File: config.mk
export PLATFORM = sky130hd
export DESIGN_NAME = cdm_monitor
export DESIGN_NICKNAME = d
export VERILOG_FILES = /design/src/cdm_lamp_blink.v /design/src/cdm_monitor.v
export VERILOG_INCLUDE_DIRS = /design/src
export SDC_FILE = /design/constraint.sdc
export NUM_CORES = 1
export LEC_CHECK = 0
export ABC_CLOCK_PERIOD_IN_PS = 2100
export BUFFER_PORTS_ARGS = -buffer_cell sky130_fd_sc_hd__clkbuf_2
export CORE_MARGIN = 5
export CORE_UTILIZATION = 59
export CTS_BUF_LIST = sky130_fd_sc_hd__clkbuf_2
export DETAILED_ROUTE_END_ITERATION = 6
export GPL_TIMING_DRIVEN = 0
export PLACE_DENSITY = 0.89
export SYNTH_ARGS = -nofsm -noshare
export SYNTH_HDL_FRONTEND = slang
export SYNTH_HIERARCHICAL = 1
export SYNTH_SLANG_ARGS = --single-unit
File: constraint.sdc
create_clock -name mclk -period 2.1 [get_ports mclk]
set_input_delay 0.315 -clock mclk [delete_from_list [all_inputs] [get_ports mclk]]
set_output_delay 0.315 -clock mclk [all_outputs]
set_load 0.005 [all_outputs]
File: src/cdm_defines.vh
// Function
// - After demand drops and the compressor stops, the contactor drive stays open until three minutes have passed.
// - The contactor contact is closed while powered unless the delay, a lockout or a cutout blocks it.
// - The green lamp is lit whenever control power is sensed at the supply inputs.
// - An active alert pulses the yellow lamp its code count, pauses, and repeats while it lasts.
// - A non-latching alert clears itself and operation resumes once its cause is gone.
// - A latching alert persists until main power is cycled, which alone restores the initial state.
// - The red lamp blinks while the anti-recycle delay runs and is steady during a lockout.
// - Demand present with no power on any of the three line leads enters lockout.
// - Trip lockout stays latched with a steady red lamp and an open contact until power is cycled.
// - Low control power blinks the yellow and red lamps together.
// - The anti-recycle delay restarts every time demand drops and the compressor stops, except after a fourth consecutive short run, which locks out instead.
// - Demand arriving during the delay keeps the contact open until the delay ends.
// - Four consecutive runs each shorter than three minutes give a lockout shown by three pulses.
`ifndef CDM_DEFINES_VH
`define CDM_DEFINES_VH

// ----------------------------------------------------------------------------
// Timing
// ----------------------------------------------------------------------------
`define CDM_CLK_MHZ         100
`define CDM_TICK_US         1000
`define CDM_TICK_CYCLES     (`CDM_TICK_US * `CDM_CLK_MHZ)
`define CDM_RECYCLE_MIN     3
`define CDM_MS_PER_MIN      60000
`define CDM_RECYCLE_MS      (`CDM_RECYCLE_MIN * `CDM_MS_PER_MIN)
`define CDM_TRIP_QUAL_MS    500
`define CDM_SHORT_RUNS      4
`define CDM_PULSE_ON_MS     250
`define CDM_PULSE_OFF_MS    250
`define CDM_PAUSE_MS        2000
`define CDM_BLINK_HALF_MS   500

// ----------------------------------------------------------------------------
// Alert codes
// ----------------------------------------------------------------------------
`define CDM_CODE_NONE       3'h0
`define CDM_CODE_PRESSURE   3'h2
`define CDM_CODE_SHORT      3'h3

`endif

File: src/cdm_lamp_blink.v
`timescale 1ns/1ps
`include "cdm_defines.vh"

module cdm_lamp_blink #(
  parameter ON_MS    = `CDM_PULSE_ON_MS,
  parameter OFF_MS   = `CDM_PULSE_OFF_MS,
  parameter PAUSE_MS = `CDM_PAUSE_MS
) (
  input  wire       mclk,
  input  wire       srst,
  input  wire       tick,
  input  wire [2:0] code,
  output reg        lampOn
);

  // --------------------------------------------------------------------------
  // Pulse sequencer
  // --------------------------------------------------------------------------
  localparam [1:0] BL_IDLE  = 2'h0;
  localparam [1:0] BL_ON    = 2'h1;
  localparam [1:0] BL_GAP   = 2'h2;
  localparam [1:0] BL_PAUSE = 2'h3;

  reg [1:0]  state;
  reg [2:0]  pulseNum;
  reg [31:0] timer;

  always @(posedge mclk)
  begin
    if (srst)
    begin
      state    <= BL_IDLE;
      pulseNum <= 3'h0;
      timer    <= 32'h0;
      lampOn   <= 1'b0;
    end
    else if (code == `CDM_CODE_NONE)
    begin
      // A cleared code stops the lamp at once rather than finishing the group.
      state    <= BL_IDLE;
      pulseNum <= 3'h0;
      timer    <= 32'h0;
      lampOn   <= 1'b0;
    end
    else
    begin
      case (state)
        BL_IDLE:
        begin
          state    <= BL_ON;
          pulseNum <= 3'h1;
          timer    <= 32'h0;
          lampOn   <= 1'b1;
        end
        BL_ON:
          if (tick)
          begin
            if (timer == ON_MS - 1)
            begin
              timer  <= 32'h0;
              lampOn <= 1'b0;
              state  <= (pulseNum >= code) ? BL_PAUSE : BL_GAP;
            end
            else
              timer <= timer + 32'h1;
          end
        BL_GAP:
          if (tick)
          begin
            if (timer == OFF_MS - 1)
            begin
              timer    <= 32'h0;
              lampOn   <= 1'b1;
              pulseNum <= pulseNum + 3'h1;
              state    <= BL_ON;
            end
            else
              timer <= timer + 32'h1;
          end
        BL_PAUSE:
          if (tick)
          begin
            if (timer == PAUSE_MS - 1)
            begin
              timer <= 32'h0;
              state <= BL_IDLE;
            end
            else
              timer <= timer + 32'h1;
          end
        default:
        begin
          state  <= BL_IDLE;
          lampOn <= 1'b0;
        end
      endcase
    end
  end

endmodule

File: src/cdm_monitor.v
`timescale 1ns/1ps
`include "cdm_defines.vh"

module cdm_monitor #(
  parameter TICK_CYCLES  = `CDM_TICK_CYCLES,
  parameter RECYCLE_MS   = `CDM_RECYCLE_MS,
  parameter TRIP_QUAL_MS = `CDM_TRIP_QUAL_MS,
  parameter SHORT_RUNS   = `CDM_SHORT_RUNS,
  parameter BLINK_MS     = `CDM_BLINK_HALF_MS,
  parameter ON_MS        = `CDM_PULSE_ON_MS,
  parameter OFF_MS       = `CDM_PULSE_OFF_MS,
  parameter PAUSE_MS     = `CDM_PAUSE_MS
) (
  input  wire mclk,
  input  wire srst,
  input  wire coolDemand,
  input  wire lineSenseA,
  input  wire lineSenseB,
  input  wire lineSenseC,
  input  wire lowPressureCutoutOpen,
  input  wire highPressureCutoutOpen,
  input  wire controlPowerPresent,
  input  wire controlPowerLow,
  output reg  contactorClosed,
  output reg  powerLamp,
  output reg  alertLamp,
  output reg  tripLamp
);

  // --------------------------------------------------------------------------
  // Pin synchronisers
  // --------------------------------------------------------------------------
  localparam NPIN = 8;

  wire [NPIN-1:0] pinRaw;
  reg  [NPIN-1:0] syncA;
  reg  [NPIN-1:0] syncB;
  reg  [NPIN-1:0] syncC;
  reg  [NPIN-1:0] pinStable;

  assign pinRaw = {controlPowerLow, controlPowerPresent, highPressureCutoutOpen,
                   lowPressureCutoutOpen, lineSenseC, lineSenseB, lineSenseA,
                   coolDemand};

  // Three stages per pin; the extra stage costs one cycle of latency but lets a
  // single-cycle glitch on a long field wire pass without being accepted.
  genvar gi;
  generate
    for (gi = 0; gi < NPIN; gi = gi + 1)
    begin : gSync
      always @(posedge mclk)
      begin
        if (srst)
        begin
          syncA[gi]     <= 1'b0;
          syncB[gi]     <= 1'b0;
          syncC[gi]     <= 1'b0;
          pinStable[gi] <= 1'b0;
        end
        else
        begin
          syncA[gi] <= pinRaw[gi];
          syncB[gi] <= syncA[gi];
          syncC[gi] <= syncB[gi];
          // A pin change is accepted only when the last two stages agree.
          if (syncB[gi] == syncC[gi])
            pinStable[gi] <= syncC[gi];
        end
      end
    end
  endgenerate

  wire demand    = pinStable[0];
  wire lineOk    = pinStable[1] | pinStable[2] | pinStable[3];
  wire cutoutOpn = pinStable[4] | pinStable[5];
  wire powerOk   = pinStable[6];
  wire powerLow  = pinStable[7];

  // --------------------------------------------------------------------------
  // Millisecond time base
  // --------------------------------------------------------------------------
  // A one-cycle strobe every millisecond; every timer below counts these strobes,
  // so its length is only known to within one tick.
  reg [31:0] tickDiv;
  reg        tick;

  always @(posedge mclk)
  begin
    if (srst)
    begin
      tickDiv <= 32'h0;
      tick    <= 1'b0;
    end
    else if (tickDiv == TICK_CYCLES - 1)
    begin
      tickDiv <= 32'h0;
      tick    <= 1'b1;
    end
    else
    begin
      tickDiv <= tickDiv + 32'h1;
      tick    <= 1'b0;
    end
  end

  // --------------------------------------------------------------------------
  // Compressor sequencing
  // --------------------------------------------------------------------------
  // ST_DELAY holds the contact open for the anti-recycle time, ST_IDLE waits for
  // demand, ST_RUN times the run and watches line power, ST_LOCK is terminal.
  localparam [1:0] ST_DELAY = 2'h0;
  localparam [1:0] ST_IDLE  = 2'h1;
  localparam [1:0] ST_RUN   = 2'h2;
  localparam [1:0] ST_LOCK  = 2'h3;

  reg [1:0]  state;
  reg [31:0] delayMs;
  reg [31:0] runMs;
  reg [31:0] noLineMs;
  reg [2:0]  shortRuns;
  reg        shortLock;

  wire [2:0] next_shortRuns = shortRuns + 3'h1;

  // Power-on reset is the only way out of ST_LOCK and the only clear.
  always @(posedge mclk)
  begin
    if (srst)
    begin
      state     <= ST_DELAY;
      delayMs   <= 32'h0;
      runMs     <= 32'h0;
      noLineMs  <= 32'h0;
      shortRuns <= 3'h0;
      shortLock <= 1'b0;
    end
    else
    begin
      case (state)
        ST_DELAY:
        begin
          // Demand seen here is simply held off until the delay has run out.
          // The first tick can land just after the stop, so one extra tick is
          // counted to keep the off interval at or above the full delay.
          if (tick)
          begin
            if (delayMs >= RECYCLE_MS)
              state <= ST_IDLE;
            else
              delayMs <= delayMs + 32'h1;
          end
        end
        ST_IDLE:
          if (demand && !cutoutOpn)
          begin
            state    <= ST_RUN;
            runMs    <= 32'h0;
            noLineMs <= 32'h0;
          end
        ST_RUN:
          if (!demand)
          begin
            state   <= ST_DELAY;
            delayMs <= 32'h0;
            if (runMs < RECYCLE_MS)
            begin
              shortRuns <= next_shortRuns;
              if (next_shortRuns >= SHORT_RUNS)
              begin
                state     <= ST_LOCK;
                shortLock <= 1'b1;
              end
            end
            else
              shortRuns <= 3'h0;
          end
          else
          begin
            if (tick && runMs < RECYCLE_MS)
              runMs <= runMs + 32'h1;
            // Only judge line power while our contact is actually closed,
            // so a cutout that opened the coil is not mistaken for a trip.
            if (cutoutOpn || lineOk)
              noLineMs <= 32'h0;
            else if (tick)
            begin
              if (noLineMs >= TRIP_QUAL_MS - 1)
                state <= ST_LOCK;
              else
                noLineMs <= noLineMs + 32'h1;
            end
          end
        ST_LOCK:
          state <= ST_LOCK;
        default:
          state <= ST_DELAY;
      endcase
    end
  end

  // --------------------------------------------------------------------------
  // Alert code and lamps
  // --------------------------------------------------------------------------
  // The short-cycle code outranks the cutout code because it latches, while a
  // cutout code must vanish on its own once the switch closes again.
  reg [2:0] alertCode;

  always @*
  begin
    if (shortLock)
      alertCode = `CDM_CODE_SHORT;
    else if (cutoutOpn && state != ST_LOCK)
      alertCode = `CDM_CODE_PRESSURE;
    else
      alertCode = `CDM_CODE_NONE;
  end

  wire codeLamp;

  cdm_lamp_blink #(
    .ON_MS    (ON_MS),
    .OFF_MS   (OFF_MS),
    .PAUSE_MS (PAUSE_MS)
  ) uBlink (
    .mclk   (mclk),
    .srst   (srst),
    .tick   (tick),
    .code   (alertCode),
    .lampOn (codeLamp)
  );

  // One free-running square wave serves both the delay blink and the low-power
  // blink, so the two lamps stay in step without any extra alignment.
  reg [31:0] blinkMs;
  reg        blinkPhase;

  always @(posedge mclk)
  begin
    if (srst)
    begin
      blinkMs    <= 32'h0;
      blinkPhase <= 1'b0;
    end
    else if (tick)
    begin
      if (blinkMs == BLINK_MS - 1)
      begin
        blinkMs    <= 32'h0;
        blinkPhase <= ~blinkPhase;
      end
      else
        blinkMs <= blinkMs + 32'h1;
    end
  end

  // --------------------------------------------------------------------------
  // Output drive
  // --------------------------------------------------------------------------
  // The contact opens for the delay, a lockout or an open cutout; a cutout also
  // opens it in ST_RUN so that the coil never fights the pressure switch.
  wire contactAllowed = (state == ST_IDLE || state == ST_RUN) && !cutoutOpn;

  reg next_alertLamp;
  reg next_tripLamp;

  // Low control power takes both lamps over, since any code shown then could
  // be a symptom of the sagging supply rather than of the compressor.
  always @*
  begin
    if (powerLow)
    begin
      next_alertLamp = blinkPhase;
      next_tripLamp  = blinkPhase;
    end
    else
    begin
      next_alertLamp = codeLamp;
      if (state == ST_LOCK)
        next_tripLamp = 1'b1;
      else if (state == ST_DELAY)
        next_tripLamp = blinkPhase;
      else
        next_tripLamp = 1'b0;
    end
  end

  always @(posedge mclk)
  begin
    if (srst)
    begin
      contactorClosed <= 1'b0;
      powerLamp       <= 1'b0;
      alertLamp       <= 1'b0;
      tripLamp        <= 1'b0;
    end
    else
    begin
      contactorClosed <= contactAllowed;
      powerLamp       <= powerOk;
      alertLamp       <= next_alertLamp;
      tripLamp        <= next_tripLamp;
    end
  end

endmodule

==> results of run 1 <==
==> power breakdown <==
group          total, µW  switching [µW]  internal [µW]
Combinational        375             232            144
Clock               3270            2000           1270
Sequential          4640            24.6           4610
Total               8280            2250           6020
==> per-stage QoR <==
step	hold WS [ns]	area, µm²	TNS (ns)	util [%]
after detailed placement	0.424	10900	-54.00	62.7
after CTS	0.204	12500	-11.49	71.9
after global placement	0.417	10900	-49.22	62.7
final	0.225	13400	-24.99	77.0
after global routing	0.205	13400	-32.30	77.0
after floorplan	0.413	10500	-0.332	-
==> final cells by class <==
| cell class | count | area share (%) |
|---|---|---|
| buffer | 42 | 2.20 |
| clock buffer | 81 | 3.03 |
| tap | 225 | 2.11 |
| antenna | 1 | 0.0187 |
| multi-input combinational | 878 | 48.1 |
| clock inverter | 13 | 0.787 |
| timing repair buffer | 97 | 6.30 |
| inverter | 30 | 0.871 |
| sequential | 242 | 36.6 |
==> flip-flops by register name, summed over array words and instances, names as in the netlist, 8 cells and up <==
signal and flops:
blinkMs 32, delayMs 32, noLineMs 32, runMs 32
tickDiv 32, uBlink/timer 32, syncA 8, syncB 8
syncC 8
==> path summary, 6_finish.rpt <==
path	endpoint	slack [ns]	cells after the start
hold / removal	syncA[2]	0.22	3
hold reg to reg	syncB[6]	0.41	1
setup reg to reg	runMs[7]	-0.46	7
setup / recovery	runMs[7]	-0.46	7
==> cells by family (layout without fill, tap and decap cells) <==
| logic type | count (synthesis) | count (layout) | share of synthesized area, % |
|---|---|---|---|
| and+or+nand+nor | 604 | 605 | 30.0 |
| DFF | 242 | 242 | 46.3 |
| AOI/OAI and AO/OA | 142 | 142 | 8.98 |
| xor gates and xnor gates | 102 | 102 | 8.54 |
| buffers and inverters | 76 | 263 | 2.98 |
| adders and majority gates | 24 | 24 | 2.87 |
| muxes | 3 | 3 | 0.287 |
| other | 1 | 3 | 0.0358 |
==> synth_stat cells, drive strengths merged (2+ instances only) <==
| cell | number | share of area [%] |
|---|---|---|
| o21ba | 2 | 0.19 |
| and2 | 17 | 1.0 |
| or2 | 6 | 0.36 |
| a31o | 3 | 0.25 |
| a41oi | 5 | 0.42 |
| xnor2 | 49 | 4.1 |
| nand2b | 4 | 0.24 |
| nor4b | 6 | 0.56 |
| a211oi | 3 | 0.31 |
| or4 | 4 | 0.32 |
| xor2 | 53 | 4.4 |
| dfxtp | 242 | 46 |
| nand2 | 99 | 3.6 |
| ha | 24 | 2.9 |
| clkbuf | 34 | 1.2 |
| o311ai | 5 | 0.42 |
| o21a | 2 | 0.14 |
| o221a | 2 | 0.22 |
| nor4 | 32 | 2.3 |
| nor2b | 29 | 1.7 |
| a21oi | 45 | 2.2 |
| inv | 30 | 1.1 |
| nand3 | 65 | 3.1 |
| and3 | 50 | 3.0 |
| nand4 | 45 | 2.7 |
| a21o | 4 | 0.29 |
| nor3 | 33 | 1.9 |
| o22ai | 2 | 0.18 |
| or3 | 19 | 1.1 |
| and4 | 13 | 1.1 |
| nor2 | 176 | 6.4 |
| a31oi | 14 | 0.84 |
| mux2i | 3 | 0.29 |
| a22oi | 3 | 0.22 |
| nand4b | 4 | 0.33 |
| o21ai | 35 | 1.7 |
| buf | 12 | 0.67 |
| o31ai | 6 | 0.43 |
==> worst register-to-register path, stage by stage (launching register included) <==
cell	delay, ns
dfxtp_1	0.41
nor3_1	0.57
nor3_2	0.20
o31a_4	0.43
buf_4	0.19
nor4_4	0.41
xnor2_1	0.18
nor2_1	0.06
==> repair_timing <==
| action | 4_1_cts | 5_1_grt |
|---|---|---|
| pin swaps | 62 | 64 |
| setup endpoints to repair | 195 | 180 |
| gates resized for setup | 163 | 163 |
| hold endpoints to repair | 24 | 0 |
| gates cloned | 2 | 3 |
| hold buffers | 9 | 0 |
| buffers inserted | 42 | 29 |
==> metal layers <==
layer  vias to the layer above  track usage, %
met5                         -               0
met4                         0            13.7
met3                       210            5.06
met2                       669            43.7
met1                      4819            31.2
li1                       4504               -
==> impl_metrics.csv, run 1 <==
group,metric,value,unit
sta,drv_slew,0,
sta,fmax,0.391,GHz
logic_synthesis,syn_area_per_cell,8.76,µm²
logic_synthesis,ys_async_sr_fraction,0,%
floorplanning,ios,14,
logic_synthesis,yosys_most_used_dff,"dfxtp_1",
floorplanning,coreArea,17400,µm²
floorplanning,dieArea,20500,µm²
drt,avgRoutedWirePerCell,20.7,µm
drt,m1WireLength,12000,µm
cells_and_area,multiInputGateArea,6420,µm²
worst_setup_path,slowest_stage,"nor3_1",
floorplanning,initial_utilization,60.3,%
logic_synthesis,syn_area,10500,µm²
logic_synthesis,synthCells,1194,
worst_setup_path,cp.arrival,3.29,ns
power,totalPowerFinal,8280,µW
logic_synthesis,ys_types,74,
placed_design,dp_slack,-0.545,ns
sta,slew_headroom,53.8,%
worst_setup_path,path_cells,"nor3_1, nor3_2, o31a_4, buf_4, nor4_4, xnor2_1, nor2_1",
drt,first_pass_iters,7,
worst_setup_path,reg2reg_from,"runMs[5]",
sta,setup_viol,134,
worst_setup_path,cp-startpoint,"runMs[5]",
floorplanning,die_x,143,µm
worst_setup_path,critPathMaxFanout,6,
power,leakage,0.00497,µW
worst_setup_path,crit_buf_inv,1,
drt,antenna_left,0,
placed_design,place_congestion,0.838,
global_routing,grt_max_degree,16,
drt,dr_wl_met3,2950,µm
clock_network,cts_tree,"yes",
cells_and_area,regArea,4890,µm²
cells_and_area,layout_common_cells,"dfxtp_1 (216), nor2_1 (149), clkbuf_2 (102)",
clock_network,clk_pin_slew,0.13,ns
cells_and_area,stdcell_count,1609,
floorplanning,rows,48,
cells_and_area,syn2layout_area_growth,27.7,%
run,cap_violations,0,
logic_synthesis,ys_seq_area_share,46.3,%
clock_network,cts_buffer_depth,3,
worst_setup_path,slowest_delay,0.57,ns
worst_setup_path,cp-start-kind,"flip-flop",
sta,finalCriticalPeriod,2.56,ns
global_routing,grt_first_pass_wirelength,44600,µm
run_status,failed_checks,"DRC, setup timing",
global_routing,grt_pass1_vias,9402,
placed_design,io_buffers,13,
floorplanning,fp.dieH,143,µm
hold_path,hold_path_class,"primary input to flip-flop",
hold_path,hold_start,"lineSenseB",
worst_setup_path,crit_path_end_kind,"flip-flop",
global_routing,grt_util_all_layers,25.9,%
drt,wl_met2,16100,µm
drt,via_per_inst,6.34,
power,peakVddDrop,0.490,mV
global_routing,grt-ovfl-total,0,
worst_setup_path,critPathKind,"flip-flop to flip-flop",
clock_network,cts_inserted_buffers,58,
cells_and_area,fillCellCount,956,
sta,setup_ws,-0.460,ns
sta,fin_skew,0.0872,ns
placed_design,dp_hpwl,14700,µm
cells_and_area,drive_gt1_share,30.1,%
clock_network,cts_root_buf,"clkbuf_2",
sta,hold_viol,0,
logic_synthesis,yosys_warnings,6,
worst_setup_path,critical-path-top-delay-family,"simple AND/OR/NAND/NOR gates",
drt,vias,10200,
drt,drt_iter0_markers,1000,
global_routing,antenna_found_initial,1,
run_status,outcome,"finished, violations left",
clock_network,cts.sinks,242,
drt,top_layer,"met4",
clock_network,htreeDepth,2,
logic_synthesis,synth_edf_count,0,
placed_design,place_inst,1433,
logic_synthesis,ys_ff_latch,242,
drt,routed_wl,33300,µm
cells_and_area,layout_commonest_cell,"dfxtp_1",
drt,drc,8,
worst_setup_path,worst_ep_required_time,2.83,ns
sta,post-route-period-util,122,%
sta,grt_setup_unrepaired,"true",
sta,tightest_slew,0.688,ns
cells_and_area,nets,1383,
power,p_per_area,620,nW/µm²
clock_network,clk_latency,0.88,ns
Note: power is estimated with default switching activity, not from simulation.
==> run 2: changes to the inputs <==
--- a/config.mk
+++ b/config.mk
@@ -14,6 +14,7 @@
 export DETAILED_ROUTE_END_ITERATION = 6
 export GPL_TIMING_DRIVEN = 0
 export PLACE_DENSITY = 0.89
+export SKIP_LAST_GASP = 1
 export SYNTH_ARGS = -nofsm -noshare
 export SYNTH_HDL_FRONTEND = slang
 export SYNTH_HIERARCHICAL = 1
==> impl_metrics.csv, run 2 (synthesized netlist as in run 1, its figures left out) <==
group,metric,value,unit
run_status,outcome,"finished, violations left",
run_status,failed_checks,"setup timing",
sta,grt_setup_unrepaired,"true",
sta,fmax,0.403,GHz
worst_setup_path,critical-path-top-delay-family,"simple AND/OR/NAND/NOR gates",
worst_setup_path,slowest_stage,"or4_4",
cells_and_area,syn2layout_area_growth,26.3,%
drt,antenna_left,0,
worst_setup_path,crit_path_end_kind,"flip-flop",
sta,setup_viol,110,
power,power_frac_clock,39.0,%
floorplanning,die_x,143,µm
cells_and_area,final_core_util,76.1,%
placed_design,place_congestion,0.838,
power,p_per_area,622,nW/µm²
floorplanning,rows,48,
worst_setup_path,cp.arrival,3.22,ns
sta,fin_skew,0.0870,ns
clock_network,cts.sinks,242,
drt,routed_wl,31900,µm
drt,vias,10200,
global_routing,grt_max_degree,16,
cells_and_area,drive_gt1_share,28.8,%
floorplanning,coreArea,17400,µm²
clock_network,cts_buffer_depth,3,
worst_setup_path,rrSetupSlack,-0.38,ns
power,p_int,6020,µW
power,seq_power_share,56.4,%
power,switching_share,26.7,%
sta,setup_ws,-0.384,ns
worst_setup_path,worst_ep_required_time,2.83,ns
global_routing,grt_pass1_vias,9352,
floorplanning,initial_utilization,60.3,%
drt,drt_iter0_markers,1014,
worst_setup_path,critPathMaxFanout,6,
placed_design,io_buffers,13,
clock_network,cts_tree,"yes",
sta,finalCriticalPeriod,2.48,ns
global_routing,grt-ovfl-total,0,
hold_path,hold_path_class,"primary input to flip-flop",
worst_setup_path,crit_buf_inv,0,
global_routing,grt_util_all_layers,25.5,%
floorplanning,fp.dieH,143,µm
sta,slew_headroom,49.7,%
clock_network,htreeDepth,2,
placed_design,dp_hpwl,14700,µm
sta,fin_setup_tns,-22.97,ns
cells_and_area,layout_commonest_cell,"dfxtp_1",
placed_design,place_inst,1433,
cells_and_area,nets,1379,
worst_setup_path,path_cells,"or4_4, nor3_2, nand4_1, o31a_1, nor4_1, xnor2_1, nor2_1",
power,peakVddDrop,0.501,mV
cells_and_area,fillCellCount,967,
worst_setup_path,rr_endpoint,"runMs[13]",
worst_setup_path,cp-start-kind,"flip-flop",
power,share_comb_of_total_power,4.6,%
sta,hold_viol,0,
cells_and_area,stdcell_count,1605,
hold_path,worstHoldPathCells,3,
hold_path,whs_endpoint,"syncA[2]",
drt,first_pass_iters,7,
power,p_sw,2200,µW
clock_network,cts_root_buf,"clkbuf_2",
run,cap_violations,0,
drt,drc,0,
clock_network,clk_latency,0.88,ns
worst_setup_path,critPathKind,"flip-flop to flip-flop",
floorplanning,ios,14,
cells_and_area,layout_common_cells,"dfxtp_1 (216), nor2_1 (151), clkbuf_2 (103)",
floorplanning,dieArea,20500,µm²
global_routing,grt_first_pass_wirelength,44000,µm
worst_setup_path,reg2reg_from,"runMs[23]",
hold_path,hold_start,"lineSenseB",
clock_network,cts_inserted_buffers,58,
worst_setup_path,slowest_delay,0.52,ns
power,totalPowerFinal,8220,µW
worst_setup_path,cp-startpoint,"runMs[23]",
sta,drv_slew,0,
drt,via_per_inst,6.37,
power,leakage,0.00492,µW
placed_design,dp_slack,-0.545,ns
sta,post-route-period-util,118,%
drt,avgRoutedWirePerCell,19.9,µm
clock_network,clk_pin_slew,0.13,ns
global_routing,antenna_found_initial,1,
sta,tightest_slew,0.750,ns
worst_setup_path,rr_worst_depth,7,
==> run 2: cell types whose count changed in the layout (fill, tap and decap cells not counted), sizes merged <==
| cell | before | now |
|---|---|---|
| clkbuf | 120 | 119 |
| buf | 91 | 88 |
==> run 2: area by class of cell <==
| type | count | area, µm² | share of cell area (%) |
|---|---|---|---|
| multi-input combinational | 878 | 6330 | 47.9 |
| sequential | 242 | 4890 | 37.0 |
| timing repair buffer | 94 | 805 | 6.09 |
| clock buffer | 81 | 405 | 3.07 |
| tap | 225 | 282 | 2.13 |
| buffer | 41 | 275 | 2.08 |
| inverter | 30 | 116 | 0.881 |
| clock inverter | 13 | 105 | 0.796 |
| antenna | 1 | 2.50 | 0.0189 |
==> run 2: worst min-delay path, stage by stage <==
cell           delay [ns]
dlygate4sd3_1        0.53
clkbuf_2             0.10
nor2b_1              0.10
==> run 2: how the worst max path moves through the flow <==
stage / endpoint / slack, ns / cells past startpoint
floorplan: noLineMs[7] / -0.03 / 10
global placement: blinkMs[5] / -0.52 / 9
detailed placement: blinkMs[3] / -0.54 / 9
CTS: runMs[16] / -0.30 / 8
global route: noLineMs[22] / -0.43 / 10
finish: runMs[13] / -0.38 / 7
==> run 2: layer usage <==
layer / GRT usage (%) / part of all wire (%)
met3: 5.49 / 7.8
met5: 0 / 0
met1: 30.5 / 37
met4: 12.0 / 6.9
met2: 43.8 / 48
==> run 2: power by group through the flow <==
stage	registers, µW	logic [µW]	clock network, µW
detailed placement	4740	246	0
finish	4640	376	3210
CTS	4630	313	3100
global route	4640	399	3470
floorplan	4740	181	0
global placement	4740	239	0
==> run 2: per-stage QoR <==
stage	hold WS [ns]	instance area [µm²]
finish	0.229	13200
global route	0.196	13200
CTS	0.204	12400
detailed placement	0.424	10900
global placement	0.417	10900
floorplan	0.413	10500
==> run 2: what timing repair did <==
item / 4_1_cts / 5_1_grt
pin swaps: 61 / 62
resized for setup: 150 / 149
buffers inserted: 42 / 27
hold endpoints to repair: 24 / 0
cloned: 2 / 2
setup endpoints to repair: 195 / 196
hold buffers: 9 / 0
